File: config.mk
export PLATFORM = sky130hd
export DESIGN_NAME = aoc_top
export DESIGN_NICKNAME = d
export VERILOG_FILES = /design/src/hdl/aoc_pkg.sv /design/src/hdl/aoc_coder.sv /design/src/hdl/aoc_top.sv
export SDC_FILE = /design/constraint.sdc
export NUM_CORES = 1
export LEC_CHECK = 0
export BUFFER_PORTS_ARGS = -buffer_cell sky130_fd_sc_hd__buf_2
export CAP_MARGIN = 5
export CORE_MARGIN = 2
export CORE_UTILIZATION = 58
export DETAILED_ROUTE_END_ITERATION = 16
export PLACE_DENSITY = 0.81
export SYNTH_ARGS = -nofsm -noshare
export SYNTH_HDL_FRONTEND = slang
export SYNTH_HIERARCHICAL = 1
export SYNTH_SLANG_ARGS = --single-unit
File: constraint.sdc
create_clock -name REF_CLK -period 6.4 [get_ports REF_CLK]
set_input_delay 0.64 -clock REF_CLK [delete_from_list [all_inputs] [get_ports REF_CLK]]
set_output_delay 0.64 -clock REF_CLK [all_outputs]
set_load 0.02 [all_outputs]
File: src/hdl/aoc_pkg.sv
// Purpose: Shared constants for the converter output-coding and mode block
// Assumes: 12-bit sample words, one sampling clock, APB register access
// Notes: Register offsets are byte addresses of aligned 32-bit words
package aoc_pkg;

  // Word geometry and pipeline depth
  localparam int CODE_W = 12;
  localparam int PIPE_LAT = 5;

  // Characteristic codes in straight offset binary
  localparam logic [11:0] CODE_NEG_FS = 12'h000;
  localparam logic [11:0] CODE_MID = 12'h800;
  localparam logic [11:0] CODE_POS_FS = 12'hFFF;
  localparam int MSB_POS = 11;

  // Full-scale range selections reported by the mode logic
  typedef enum logic [1:0] {
    AOC_RANGE_2V0 = 2'b00,
    AOC_RANGE_1V5 = 2'b01,
    AOC_RANGE_1V0 = 2'b10,
    AOC_RANGE_EXT = 2'b11
  } aoc_range_t;

  // Register byte offsets
  localparam logic [7:0] OFS_CTRL = 8'h00;
  localparam logic [7:0] OFS_STATUS = 8'h04;
  localparam logic [7:0] OFS_IRQ_STAT = 8'h08;
  localparam logic [7:0] OFS_IRQ_MASK = 8'h0C;
  localparam logic [7:0] OFS_OVR_COUNT = 8'h10;

  // Control fields
  localparam int CTRL_SW_CODING_EN = 0;
  localparam int CTRL_SW_CODING = 1;
  localparam logic [1:0] CTRL_RESET = 2'h0;

  // Status fields
  localparam int STAT_CODING = 0;
  localparam int STAT_EXT_REF = 1;
  localparam int STAT_RANGE_LO = 2;
  localparam int STAT_PIPE_FULL = 4;
  localparam int STAT_POWER_DOWN = 5;

  // Interrupt event bits, shared by status and mask
  localparam int IRQ_W = 3;
  localparam int IRQ_OVR = 0;
  localparam int IRQ_EXT_REF = 1;
  localparam int IRQ_REFILLED = 2;
  localparam logic [IRQ_W-1:0] IRQ_RESET = 3'h0;

  // Over-range counter width
  localparam int OVR_CNT_W = 16;

  // Sampling clock floor kept by the clock source (1 MHz); reference clock period in ns
  localparam int MIN_SAMPLE_KHZ = 1000;
  localparam int REF_CLK_NS = 10;

endpackage : aoc_pkg

File: src/hdl/aoc_coder.sv
// Purpose: Clamp a raw quantizer result and code it as offset binary or two's complement
// Assumes: Raw code is straight offset binary; over flags mark beyond-range inputs
// Notes: Purely combinational; the caller registers the result
`timescale 1ns/1ps
`default_nettype none
module aoc_coder
  import aoc_pkg::*;
(
  // Raw sample
  input wire logic [CODE_W-1:0] raw_code,
  input wire logic over_hi,
  input wire logic over_lo,
  // Format choice
  input wire logic twos_sel,
  // Coded result
  output logic [CODE_W-1:0] word,
  output logic over_range_flag
);

  // Clamped offset-binary value before format conversion
  logic [CODE_W-1:0] offset_binary_code;

  // Beyond range saturates to the end codes; low side wins if both are set
  always_comb begin
    if (over_lo) begin
      offset_binary_code = CODE_NEG_FS;
    end else if (over_hi) begin
      offset_binary_code = CODE_POS_FS;
    end else begin
      offset_binary_code = raw_code;
    end
  end

  // Two's complement differs only in the top bit
  always_comb begin
    word = offset_binary_code;
    word[MSB_POS] = offset_binary_code[MSB_POS] ^ twos_sel;
  end

  // Flag raised for either side of the range
  assign over_range_flag = over_hi | over_lo;

endmodule // aoc_coder
`default_nettype wire

File: src/hdl/aoc_top.sv
// Purpose: Output coding, reference mode and pipeline of a 12-bit sampling converter
// Assumes: All inputs synchronous to REF_CLK; sample presented every enabled cycle
// Notes: APB slave with zero wait states; one level interrupt output
//
// The register offsets and the APB interface to the registers were left to the implementer.
`timescale 1ns/1ps
`default_nettype none
module aoc_top
  import aoc_pkg::*;
#(
  parameter int LAT = PIPE_LAT
)
(
  // Clock, reset and clock enable
  input wire logic REF_CLK,
  input wire logic SYS_RST,
  input wire logic CLK_EN,
  // Quantizer result for the current sample
  input wire logic [CODE_W-1:0] SAMPLE_CODE,
  input wire logic SAMPLE_OVER_HI,
  input wire logic SAMPLE_OVER_LO,
  // Straps and mode pins
  input wire logic CODING_SELECT,
  input wire logic REF_LEVEL_HIGH,
  input wire logic RANGE_STRAP_A,
  input wire logic RANGE_STRAP_B,
  input wire logic POWER_DOWN_REQUEST,
  input wire logic OUTPUT_ENABLE_N,
  // Sample outputs
  output logic [CODE_W-1:0] DATA_OUT,
  output logic DATA_OUT_EN_N,
  output logic OVER_RANGE_FLAG,
  output logic DATA_VALID,
  // Reference mode outputs
  output logic EXT_REF_MODE,
  output logic [1:0] RANGE_SEL,
  // APB slave
  input wire logic PSEL,
  input wire logic PENABLE,
  input wire logic PWRITE,
  input wire logic [7:0] PADDR,
  input wire logic [31:0] PWDATA,
  output logic [31:0] PRDATA,
  output logic PREADY,
  output logic PSLVERR,
  // Interrupt
  output logic IRQ
);

  // Pick the range from the straps unless the external reference is in use
  function automatic aoc_range_t range_of(input logic ext, input logic a, input logic b);
    aoc_range_t r;
    r = AOC_RANGE_2V0;
    if (ext) begin
      r = AOC_RANGE_EXT;
    end else if (!a && b) begin
      r = AOC_RANGE_1V5;
    end else if (a && !b) begin
      r = AOC_RANGE_1V0;
    end
    return r;
  endfunction

  // Pipeline stages: word, flag and valid travel together
  logic [CODE_W-1:0] pipe_word_r [LAT];
  logic [LAT-1:0] pipe_ovr_r;
  logic [LAT-1:0] pipe_vld_r;
  // Control and interrupt registers
  logic [1:0] ctrl_r;
  logic [IRQ_W-1:0] irq_stat_r;
  logic [IRQ_W-1:0] irq_mask_r;
  logic [OVR_CNT_W-1:0] ovr_cnt_r;
  // Mode state
  logic ext_ref_r;
  aoc_range_t range_r;
  logic ext_ref_nxt;
  // Coder results for the incoming sample
  logic twos_sel;
  logic [CODE_W-1:0] coded_word;
  logic coded_ovr;
  // Events and bus decode
  logic [IRQ_W-1:0] evt;
  logic apb_wr;
  logic apb_rd;
  logic addr_ok;
  logic vld_last_r;

  // Software may override the coding strap; after reset the strap rules
  assign twos_sel = ctrl_r[CTRL_SW_CODING_EN] ? ctrl_r[CTRL_SW_CODING] : CODING_SELECT;

  // Coder for the sample entering the pipeline
  aoc_coder u_coder (
    .raw_code(SAMPLE_CODE),
    .over_hi(SAMPLE_OVER_HI),
    .over_lo(SAMPLE_OVER_LO),
    .twos_sel(twos_sel),
    .word(coded_word),
    .over_range_flag(coded_ovr)
  );

  // Pipeline shift, one stage per enabled edge; power-down on an enabled edge drops everything
  always_ff @(posedge REF_CLK) begin
    if (SYS_RST || (CLK_EN && POWER_DOWN_REQUEST)) begin
      pipe_vld_r <= '0;
      pipe_ovr_r <= '0;
      for (int i = 0; i < LAT; i++) begin
        pipe_word_r[i] <= CODE_NEG_FS;
      end
    end else if (CLK_EN) begin
      pipe_word_r[0] <= coded_word;
      pipe_ovr_r[0] <= coded_ovr;
      pipe_vld_r[0] <= 1'b1;
      for (int i = 1; i < LAT; i++) begin
        pipe_word_r[i] <= pipe_word_r[i-1];
        pipe_ovr_r[i] <= pipe_ovr_r[i-1];
        pipe_vld_r[i] <= pipe_vld_r[i-1];
      end
    end
  end

  // Word and flag leave the same last stage, so they change on one edge
  assign DATA_OUT = pipe_word_r[LAT-1];
  assign OVER_RANGE_FLAG = pipe_ovr_r[LAT-1];
  assign DATA_VALID = pipe_vld_r[LAT-1];
  // Output drivers follow the enable pin directly; enable is active low
  assign DATA_OUT_EN_N = OUTPUT_ENABLE_N;

  // Reference mode tracks the level comparator; range held alongside it
  assign ext_ref_nxt = REF_LEVEL_HIGH;
  always_ff @(posedge REF_CLK) begin
    if (SYS_RST) begin
      ext_ref_r <= 1'b0;
      range_r <= AOC_RANGE_2V0;
    end else if (CLK_EN) begin
      ext_ref_r <= ext_ref_nxt;
      range_r <= range_of(ext_ref_nxt, RANGE_STRAP_A, RANGE_STRAP_B);
    end
  end
  assign EXT_REF_MODE = ext_ref_r;
  assign RANGE_SEL = range_r;

  // Refill detection needs the previous output valid
  always_ff @(posedge REF_CLK) begin
    if (SYS_RST) begin
      vld_last_r <= 1'b0;
    end else if (CLK_EN) begin
      vld_last_r <= pipe_vld_r[LAT-1];
    end
  end

  // Events: over-range word out, entry to external mode, pipeline refilled
  always_comb begin
    evt = '0;
    evt[IRQ_OVR] = pipe_vld_r[LAT-1] && pipe_ovr_r[LAT-1];
    evt[IRQ_EXT_REF] = ext_ref_nxt && !ext_ref_r;
    evt[IRQ_REFILLED] = pipe_vld_r[LAT-1] && !vld_last_r;
  end

  // APB decode; every access completes with no wait state
  assign apb_wr = PSEL && PENABLE && PWRITE;
  assign apb_rd = PSEL && !PWRITE;
  always_comb begin
    unique case (PADDR)
      OFS_CTRL, OFS_STATUS, OFS_IRQ_STAT, OFS_IRQ_MASK, OFS_OVR_COUNT: addr_ok = 1'b1;
      default: addr_ok = 1'b0;
    endcase
  end
  assign PREADY = 1'b1;
  assign PSLVERR = PSEL && PENABLE && !addr_ok;

  // Control register; the bus is not gated by the clock enable
  always_ff @(posedge REF_CLK) begin
    if (SYS_RST) begin
      ctrl_r <= CTRL_RESET;
    end else if (apb_wr && PADDR == OFS_CTRL) begin
      ctrl_r <= PWDATA[1:0];
    end
  end

  // Mask register
  always_ff @(posedge REF_CLK) begin
    if (SYS_RST) begin
      irq_mask_r <= IRQ_RESET;
    end else if (apb_wr && PADDR == OFS_IRQ_MASK) begin
      irq_mask_r <= PWDATA[IRQ_W-1:0];
    end
  end

  // Sticky status, write one to clear; a new event beats the clear
  always_ff @(posedge REF_CLK) begin
    if (SYS_RST) begin
      irq_stat_r <= IRQ_RESET;
    end else begin
      if (apb_wr && PADDR == OFS_IRQ_STAT) begin
        irq_stat_r <= (irq_stat_r & ~PWDATA[IRQ_W-1:0]) | (CLK_EN ? evt : IRQ_RESET);
      end else if (CLK_EN) begin
        irq_stat_r <= irq_stat_r | evt;
      end
    end
  end
  assign IRQ = |(irq_stat_r & irq_mask_r);

  // Over-range word counter, saturating so it never wraps to a small value
  always_ff @(posedge REF_CLK) begin
    if (SYS_RST) begin
      ovr_cnt_r <= '0;
    end else if (apb_wr && PADDR == OFS_OVR_COUNT) begin
      ovr_cnt_r <= '0;
    end else if (CLK_EN && evt[IRQ_OVR] && !(&ovr_cnt_r)) begin
      ovr_cnt_r <= ovr_cnt_r + 1'b1;
    end
  end

  // Read data registered in the setup cycle, stable through the access phase
  always_ff @(posedge REF_CLK) begin
    if (SYS_RST) begin
      PRDATA <= '0;
    end else if (apb_rd && !PENABLE) begin
      PRDATA <= '0;
      unique case (PADDR)
        OFS_CTRL: PRDATA[1:0] <= ctrl_r;
        OFS_STATUS: begin
          PRDATA[STAT_CODING] <= twos_sel;
          PRDATA[STAT_EXT_REF] <= ext_ref_r;
          PRDATA[STAT_RANGE_LO +: 2] <= range_r;
          PRDATA[STAT_PIPE_FULL] <= pipe_vld_r[LAT-1];
          PRDATA[STAT_POWER_DOWN] <= POWER_DOWN_REQUEST;
        end
        OFS_IRQ_STAT: PRDATA[IRQ_W-1:0] <= irq_stat_r;
        OFS_IRQ_MASK: PRDATA[IRQ_W-1:0] <= irq_mask_r;
        OFS_OVR_COUNT: PRDATA[OVR_CNT_W-1:0] <= ovr_cnt_r;
        default: PRDATA <= '0;
      endcase
    end
  end

  // Checks; latency, flush and mode checks require the clock enable high, the pair check covers it low
  property p_latency_word;
    @(posedge REF_CLK) disable iff (SYS_RST)
      (CLK_EN && !POWER_DOWN_REQUEST) ##1 (CLK_EN && !POWER_DOWN_REQUEST)[*4]
      |=> DATA_VALID && DATA_OUT == $past(coded_word, 5);
  endproperty
  chk_word_latency: assert property (p_latency_word) else $error("word latency wrong");
  chk_ovr_aligned: assert property (@(posedge REF_CLK) disable iff (SYS_RST)
    (CLK_EN && !POWER_DOWN_REQUEST && (SAMPLE_OVER_HI || SAMPLE_OVER_LO))
    ##1 (CLK_EN && !POWER_DOWN_REQUEST)[*4] |=> OVER_RANGE_FLAG)
    else $error("over-range flag not aligned");
  chk_twos_msb: assert property (@(posedge REF_CLK) disable iff (SYS_RST)
    twos_sel |-> coded_word[MSB_POS] != (SAMPLE_OVER_HI && !SAMPLE_OVER_LO ? 1'b1
      : SAMPLE_OVER_LO ? 1'b0 : SAMPLE_CODE[MSB_POS]))
    else $error("two's complement top bit wrong");
  chk_sob_pass: assert property (@(posedge REF_CLK) disable iff (SYS_RST)
    (!twos_sel && !SAMPLE_OVER_HI && !SAMPLE_OVER_LO) |-> coded_word == SAMPLE_CODE)
    else $error("offset binary word altered");
  chk_neg_clamp: assert property (@(posedge REF_CLK) disable iff (SYS_RST)
    SAMPLE_OVER_LO |-> coded_word == (twos_sel ? CODE_MID : CODE_NEG_FS) && coded_ovr)
    else $error("negative full scale code wrong");
  chk_pos_clamp: assert property (@(posedge REF_CLK) disable iff (SYS_RST)
    (SAMPLE_OVER_HI && !SAMPLE_OVER_LO) |-> coded_word == (twos_sel ? ~CODE_MID : CODE_POS_FS))
    else $error("positive full scale code wrong");
  chk_mid_code: assert property (@(posedge REF_CLK) disable iff (SYS_RST)
    (SAMPLE_CODE == CODE_MID && !SAMPLE_OVER_HI && !SAMPLE_OVER_LO && twos_sel)
    |-> coded_word == CODE_NEG_FS)
    else $error("midpoint code wrong");
  chk_ext_straps: assert property (@(posedge REF_CLK) disable iff (SYS_RST)
    (CLK_EN && REF_LEVEL_HIGH) |=> EXT_REF_MODE && RANGE_SEL == AOC_RANGE_EXT)
    else $error("straps not ignored in external mode");
  chk_pd_flush: assert property (@(posedge REF_CLK) disable iff (SYS_RST)
    (CLK_EN && POWER_DOWN_REQUEST) ##1 (CLK_EN && !POWER_DOWN_REQUEST)[*4] |-> !DATA_VALID)
    else $error("pipeline refilled too early");
  chk_oe_follow: assert property (@(posedge REF_CLK) disable iff (SYS_RST)
    DATA_OUT_EN_N == OUTPUT_ENABLE_N && $stable(DATA_OUT_EN_N) == $stable(OUTPUT_ENABLE_N))
    else $error("output enable not followed");
  chk_pair_update: assert property (@(posedge REF_CLK) disable iff (SYS_RST)
    !CLK_EN |=> $stable(DATA_OUT) && $stable(OVER_RANGE_FLAG))
    else $error("word or flag moved while frozen");

  // Main scenarios
  cov_twos_out: cover property (@(posedge REF_CLK) DATA_VALID && twos_sel);
  cov_ovr_out: cover property (@(posedge REF_CLK) DATA_VALID && OVER_RANGE_FLAG);
  cov_ext_ref: cover property (@(posedge REF_CLK) $rose(EXT_REF_MODE));
  cov_refill: cover property (@(posedge REF_CLK) $rose(DATA_VALID) && irq_stat_r[IRQ_REFILLED]);

endmodule // aoc_top
`default_nettype wire

==> Yosys cells after proc, flatten, opt, wreduce, memory -nomap -nowiden <==
Memories as Yosys holds them, arrays and structs flattened.
Cells that the tools add are included.
{ "word_totals": {"regBits": 54, "ramBits": 60, "input_bits": 66, "mem_count": 1} }
{ "mem_list": {"columns": ["memory", "words", "width", "read_ports", "rd_ports_with_merged_regs", "write_ports", "line_no", "rtl"], "rows": [
  ["pipe_word_r", 5, 12, 5, 0, 5, "aoc_top.sv:65", "logic [CODE_W-1:0] pipe_word_r [LAT];"]
]} }
{ "op_classes": {"n_addsub": 1, "n_eq_ne": 4, "n_mux": 24, "bitwise_logic": 12, "reduce_logical": 32} }
{ "op_table": {"columns": ["cell", "n"], "rows": [
  ["$mux 12", 7],
  ["$logic_and 1x1->1", 17],
  ["$add 16x1->16 const B", 1],
  ["$eq 8x4->1 const B", 2],
  ["$reduce_and 16->1", 1],
  ["$mux 10", 1],
  ["$pmux 2 s5", 1],
  ["$mux 3", 3],
  ["$eq 8x3->1 const B", 1],
  ["$eq 8x5->1 const B", 1],
  ["$logic_not 1->1", 8],
  ["$logic_not 8->1", 1],
  ["$mux 1", 7],
  ["$and 3x3->3", 2],
  ["$mux 2", 3],
  ["$or 1x1->1", 6],
  ["$or 3x3->3", 2],
  ["$pmux 3 s2", 1],
  ["$reduce_or 5->1", 1],
  ["$pmux 1 s4", 1],
  ["$not 3->3", 1],
  ["$reduce_or 3->1", 1],
  ["$reduce_bool 2->1", 1],
  ["$reduce_or 2->1", 1],
  ["2 further kinds", 2]
]} }

==> Longest topological paths before layout <==
{ "depth": {"depth_word": 5, "depth_mapped": 6, "mapped_depth_nobuf": 5} }

==> By module <==
The synthesis kept the hierarchy.
{ "by_module_without_submodules": {"columns": ["mod", "instances", "cells_each", "area_each_um2", "seq_area_each_um2"], "rows": [
  ["aoc_top", 1, 439, 4982.3, 2882.8],
  ["aoc_coder", 1, 27, 121.4, 0.0]
]} }

==> Worst setup path after synthesis <==
OpenSTA, ideal clock, no wires.
{ "synth_path": {"path_type": "input-to-reg", "startpoint": "input CLK_EN", "endpoint": "memory pipe_word_r[0][0], enable pin", "setup_time_ns": 0.414, "arrival_time_ns": 2.310, "setup_slack_ns": 3.676, "path_stages": 3, "n_path_buf": 1, "cell_sequence": "clkbuf_1 -> nor2_1 -> inv_1"} }
{ "synth_rtl": {"columns": ["element", "line_no", "rtl"], "rows": [
  ["start: declaration", "aoc_top.sv:17", "input wire logic CLK_EN,"],
  ["end: declaration", "aoc_top.sv:65", null]
]} }

==> Worst setup path after layout <==
{ "layout_path": {"startpoint": "input PADDR[1]", "endpoint": "output PSLVERR"} }
{ "layout_via": {"elab_chain_len": 5, "elab_cells_between_ends": 9, "classes_between": "eq/ne (4); mux (1); reduce/logical (4)"} }
{ "layout_lines": {"columns": ["element", "line_no", "rtl"], "rows": [
  ["start: declaration", "aoc_top.sv:41", "input wire logic [7:0] PADDR,"],
  ["$eq 8x4->1, or another cell as far along", "aoc_top.sv:163", "unique case (PADDR)"],
  ["$reduce_or 5->1 *", "aoc_top.sv:163", null],
  ["$mux 1 *", "aoc_top.sv:163", null],
  ["$logic_not 1->1 *", "aoc_top.sv:169", "assign PSLVERR = PSEL && PENABLE && !addr_ok;"],
  ["$logic_and 1x1->1 *", "aoc_top.sv:169", null],
  ["end: declaration", "aoc_top.sv:45", "output logic PSLVERR,"]
]} }
Mark *: on every way between the ends. The rest lies on a longest branch, timed or not.

==> impl_metrics.env <==
export IMPL_ys_flop_type="edfxtp_1"
export IMPL_gp_congestion=0.827
export IMPL_crit_buf_inv=2
export IMPL_maxCapViolCount=0
export IMPL_core_um2=8640
export IMPL_drtIter0Drc=172
export IMPL_switching_share_pct=22.9
export IMPL_rows=34
export IMPL_power_frac_comb_pct=4.7
export IMPL_clock_latency_ns=0.52
export IMPL_yosysWarnings=6
export IMPL_crit_chain="buf_2, or4_1, nor2_1, a21oi_1, buf_2"
export IMPL_placed_area_um2=5320
export IMPL_setup_viol=0
export IMPL_p_clk_share_pct=49.2
export IMPL_crit_fanout=3
export IMPL_cts_made_buffers=17
export IMPL_wl_per_cell_um=13.6
export IMPL_yosysUniqueCellTypes=56
export IMPL_grt_pass1_wl_mm=14.4
export IMPL_drc=0
export IMPL_crit_path_top_delay_cell="or4_1"
export IMPL_synth_top_area_cell="edfxtp_1"
export IMPL_fin_skew_ns=0.00689
export IMPL_vdd_drop_max_uv=132
export IMPL_clk_pin_slew_ns=0.05
export IMPL_status="finished, final reports clean"
export IMPL_antenna_found_initial=0
export IMPL_drive_above_1_share_pct=23.4
export IMPL_synth_seq_cells=114
export IMPL_p_per_area_nw_per_um2=296
export IMPL_min_delay_path_depth=2
export IMPL_yosysSeqAreaShare_pct=56.5
export IMPL_grt_max_degree=70
export IMPL_async_flop_share_pct=0
export IMPL_met1_usage_pct=23.5
export IMPL_cts_resized=0
export IMPL_cellLeakagePower_nw=2.40
export IMPL_cts_tree="built"
export IMPL_synth_area_leaders="edfxtp_1 35%, dfxtp_1 21%, and2_1 7.5%"
export IMPL_final_cell_area_um2=5870
export IMPL_initial_core_util_pct=59.1
export IMPL_cp_arrival_ns=1.70
export IMPL_drtPass1Iterations=5
export IMPL_critical_path_class="input port to output pin"
export IMPL_die_h_um=97.8
export IMPL_post_place_ws_ns=3.58
export IMPL_syn_cell_area_um2=5100
export IMPL_min_period_over_period_pct=36.6
export IMPL_holdWs_ns=0.344
export IMPL_path_depth=5
export IMPL_seq_power_share_pct=46.1
export IMPL_worst_ep_required_time_ns=5.76
export IMPL_area_growth_pct=15.0
export IMPL_path_common_cell="buf_2"
export IMPL_placed_cells=606
export IMPL_synth_cells=466
export IMPL_cp_top_family="simple AND/OR/NAND/NOR gates"
export IMPL_via_count=3472
export IMPL_max_freq_mhz=427
export IMPL_cts_root_buf="clkbuf_8"
export IMPL_die_area_um2=9570
export IMPL_top_level_ports=119
export IMPL_avgSynthCellArea_um2=11.0
export IMPL_worst_pin_slew_ns=1.11
export IMPL_busiest_layer="met2"
export IMPL_vias_per_cell=5.44
export IMPL_portBuffers=70
export IMPL_grt_overflow=0
export IMPL_ant_nets=0
export IMPL_netSwitchingPower_mw=0.398
export IMPL_grt_pass1_vias=3151
export IMPL_fin_setup_tns_ns=0
export IMPL_layout_nets=584
export IMPL_fillCellCount=617
export IMPL_htree_levels=4
export IMPL_seqCellArea_um2=2880
export IMPL_maxSlewHeadroom_pct=26.1
export IMPL_fin_crit_ns=2.34
export IMPL_multiInputGateArea_um2=1910
export IMPL_finalNonFillerCells=638
export IMPL_postCtsSetupRepairBufs=0
export IMPL_synth_top_area_share_pct=35.3
export IMPL_max_stage_delay_ns=0.56
export IMPL_p_int_mw=1.34
export IMPL_gr_usage_all_layers_pct=19.0
export IMPL_setup_ws_ns=4.06
export IMPL_rsz0062_at_grt="no"
export IMPL_die_w_um=97.8
export IMPL_antenna_cells=0
export IMPL_end_kind="output pin"
export IMPL_synth_edf_count=60
export IMPL_cts_path_max_buffers=2
export IMPL_crit_path_start_kind="input port"
export IMPL_drv_slew=0
export IMPL_r2r_cells=5
export IMPL_holdBufCountCts=0
export IMPL_grt_util_met2_pct=29.3
export IMPL_use_met3_pct=7.02
export IMPL_hpwl_mm=5.67
export IMPL_routed_wl_mm=8.69
export IMPL_min_path_type="input port to flip-flop"
export IMPL_hold_viol=0
export IMPL_clock_sinks=114
==> path summary, 6_finish.rpt <==
check | start | endpoint | slack (ns)
setup / recovery | PADDR[1] | PSLVERR | 4.06
setup reg to reg | ovr_cnt_r[1] | ovr_cnt_r[1] | 4.45
hold / removal | PWDATA[2] | irq_stat_r[2] | 0.34
hold reg to reg | PRDATA[3] | PRDATA[3] | 0.46
==> metal layers <==
layer / share of wire [%] / up-vias
li1: - / 1729
met1: 43 / 1593
met2: 48 / 127
met3: 6.6 / 23
met4: 2.3 / 0
met5: 0 / -
==> cell families (layout without fill, tap and decap cells) <==
group                    Yosys count  in the layout  synth area share, %
other                              2             17                0.147
flip-flops                       114            114                 56.5
XOR/XNOR                           1              1                0.172
multiplexers                      13             13                 2.62
AND/OR/NAND/NOR                  200            200                 23.3
AO/OA/AOI/OAI                     72             72                 9.73
buffers and inverters             63            112                 7.28
adder cells (fa/ha/maj)            1              1                0.245
==> synthesized netlist by cell type (all sizes together) (2+ instances only) <==
master,instances
o21ai,8
conb,2
a31o,2
and4,4
nand3b,10
o31ai,5
nand2,14
and3,2
a21oi,21
nor4,7
and2,61
or4,5
a22o,12
inv,9
and4bb,2
nand4,6
nor2b,4
nand3,13
nor3,7
mux2i,10
nand2b,2
clkbuf,15
mux2,3
or3,3
nor2,51
dfxtp,54
a211oi,3
buf,39
a311oi,3
edfxtp,60
nor3b,3
a22oi,10
or2,3
==> power groups by stage <==
stage	Combinational (mW)	Clock [mW]	Sequential [mW]
floorplan	0.0692	0	0.815
global placement	0.0798	0	0.815
detailed placement	0.0817	0	0.815
CTS	0.0821	0.864	0.800
global route	0.0909	0.898	0.802
finish	0.0818	0.855	0.800
==> layout by cell type (no fill, tap or decap), types with 6 or more instances in the layout <==
cell       instances
nand3_1           11
a22o_1            12
nor3_1             6
o21ai_0            8
dfxtp_1           54
edfxtp_1          60
conb_1            17
nor2_1            51
inv_1              8
a21oi_1           21
clkbuf_16         16
nand2_1           13
buf_2             70
nand3b_1          10
mux2i_1           10
a22oi_1           10
and2_1            61
==> metrics by stage <==
stage,utilization (%),total power [mW]
6_report,68.0,1.74
3_5_place_dp,61.6,0.897
5_1_grt,68.0,1.79
2_1_floorplan,-,0.885
3_3_place_gp,61.6,0.894
4_1_cts,68.0,1.75
==> cell type report <==
type	count	area share, %
clock inverters	14	2.22
clock buffers	18	7.12
well taps	108	2.30
repair buffers	71	6.10
flip-flops and latches	114	49.1
multi-input cells	304	32.6
inverters	9	0.576
==> sequential cells by signal, indices dropped and copies added, names as in the netlist <==
signal and count:
vld_last_r 1, pipe_word_r 60, PRDATA 16, irq_stat_r 3, RANGE_SEL 2, pipe_vld_r 5, EXT_REF_MODE 1, ovr_cnt_r 16
ctrl_r 2, pipe_ovr_r 5, irq_mask_r 3
Power figures use the tool's default switching activity.
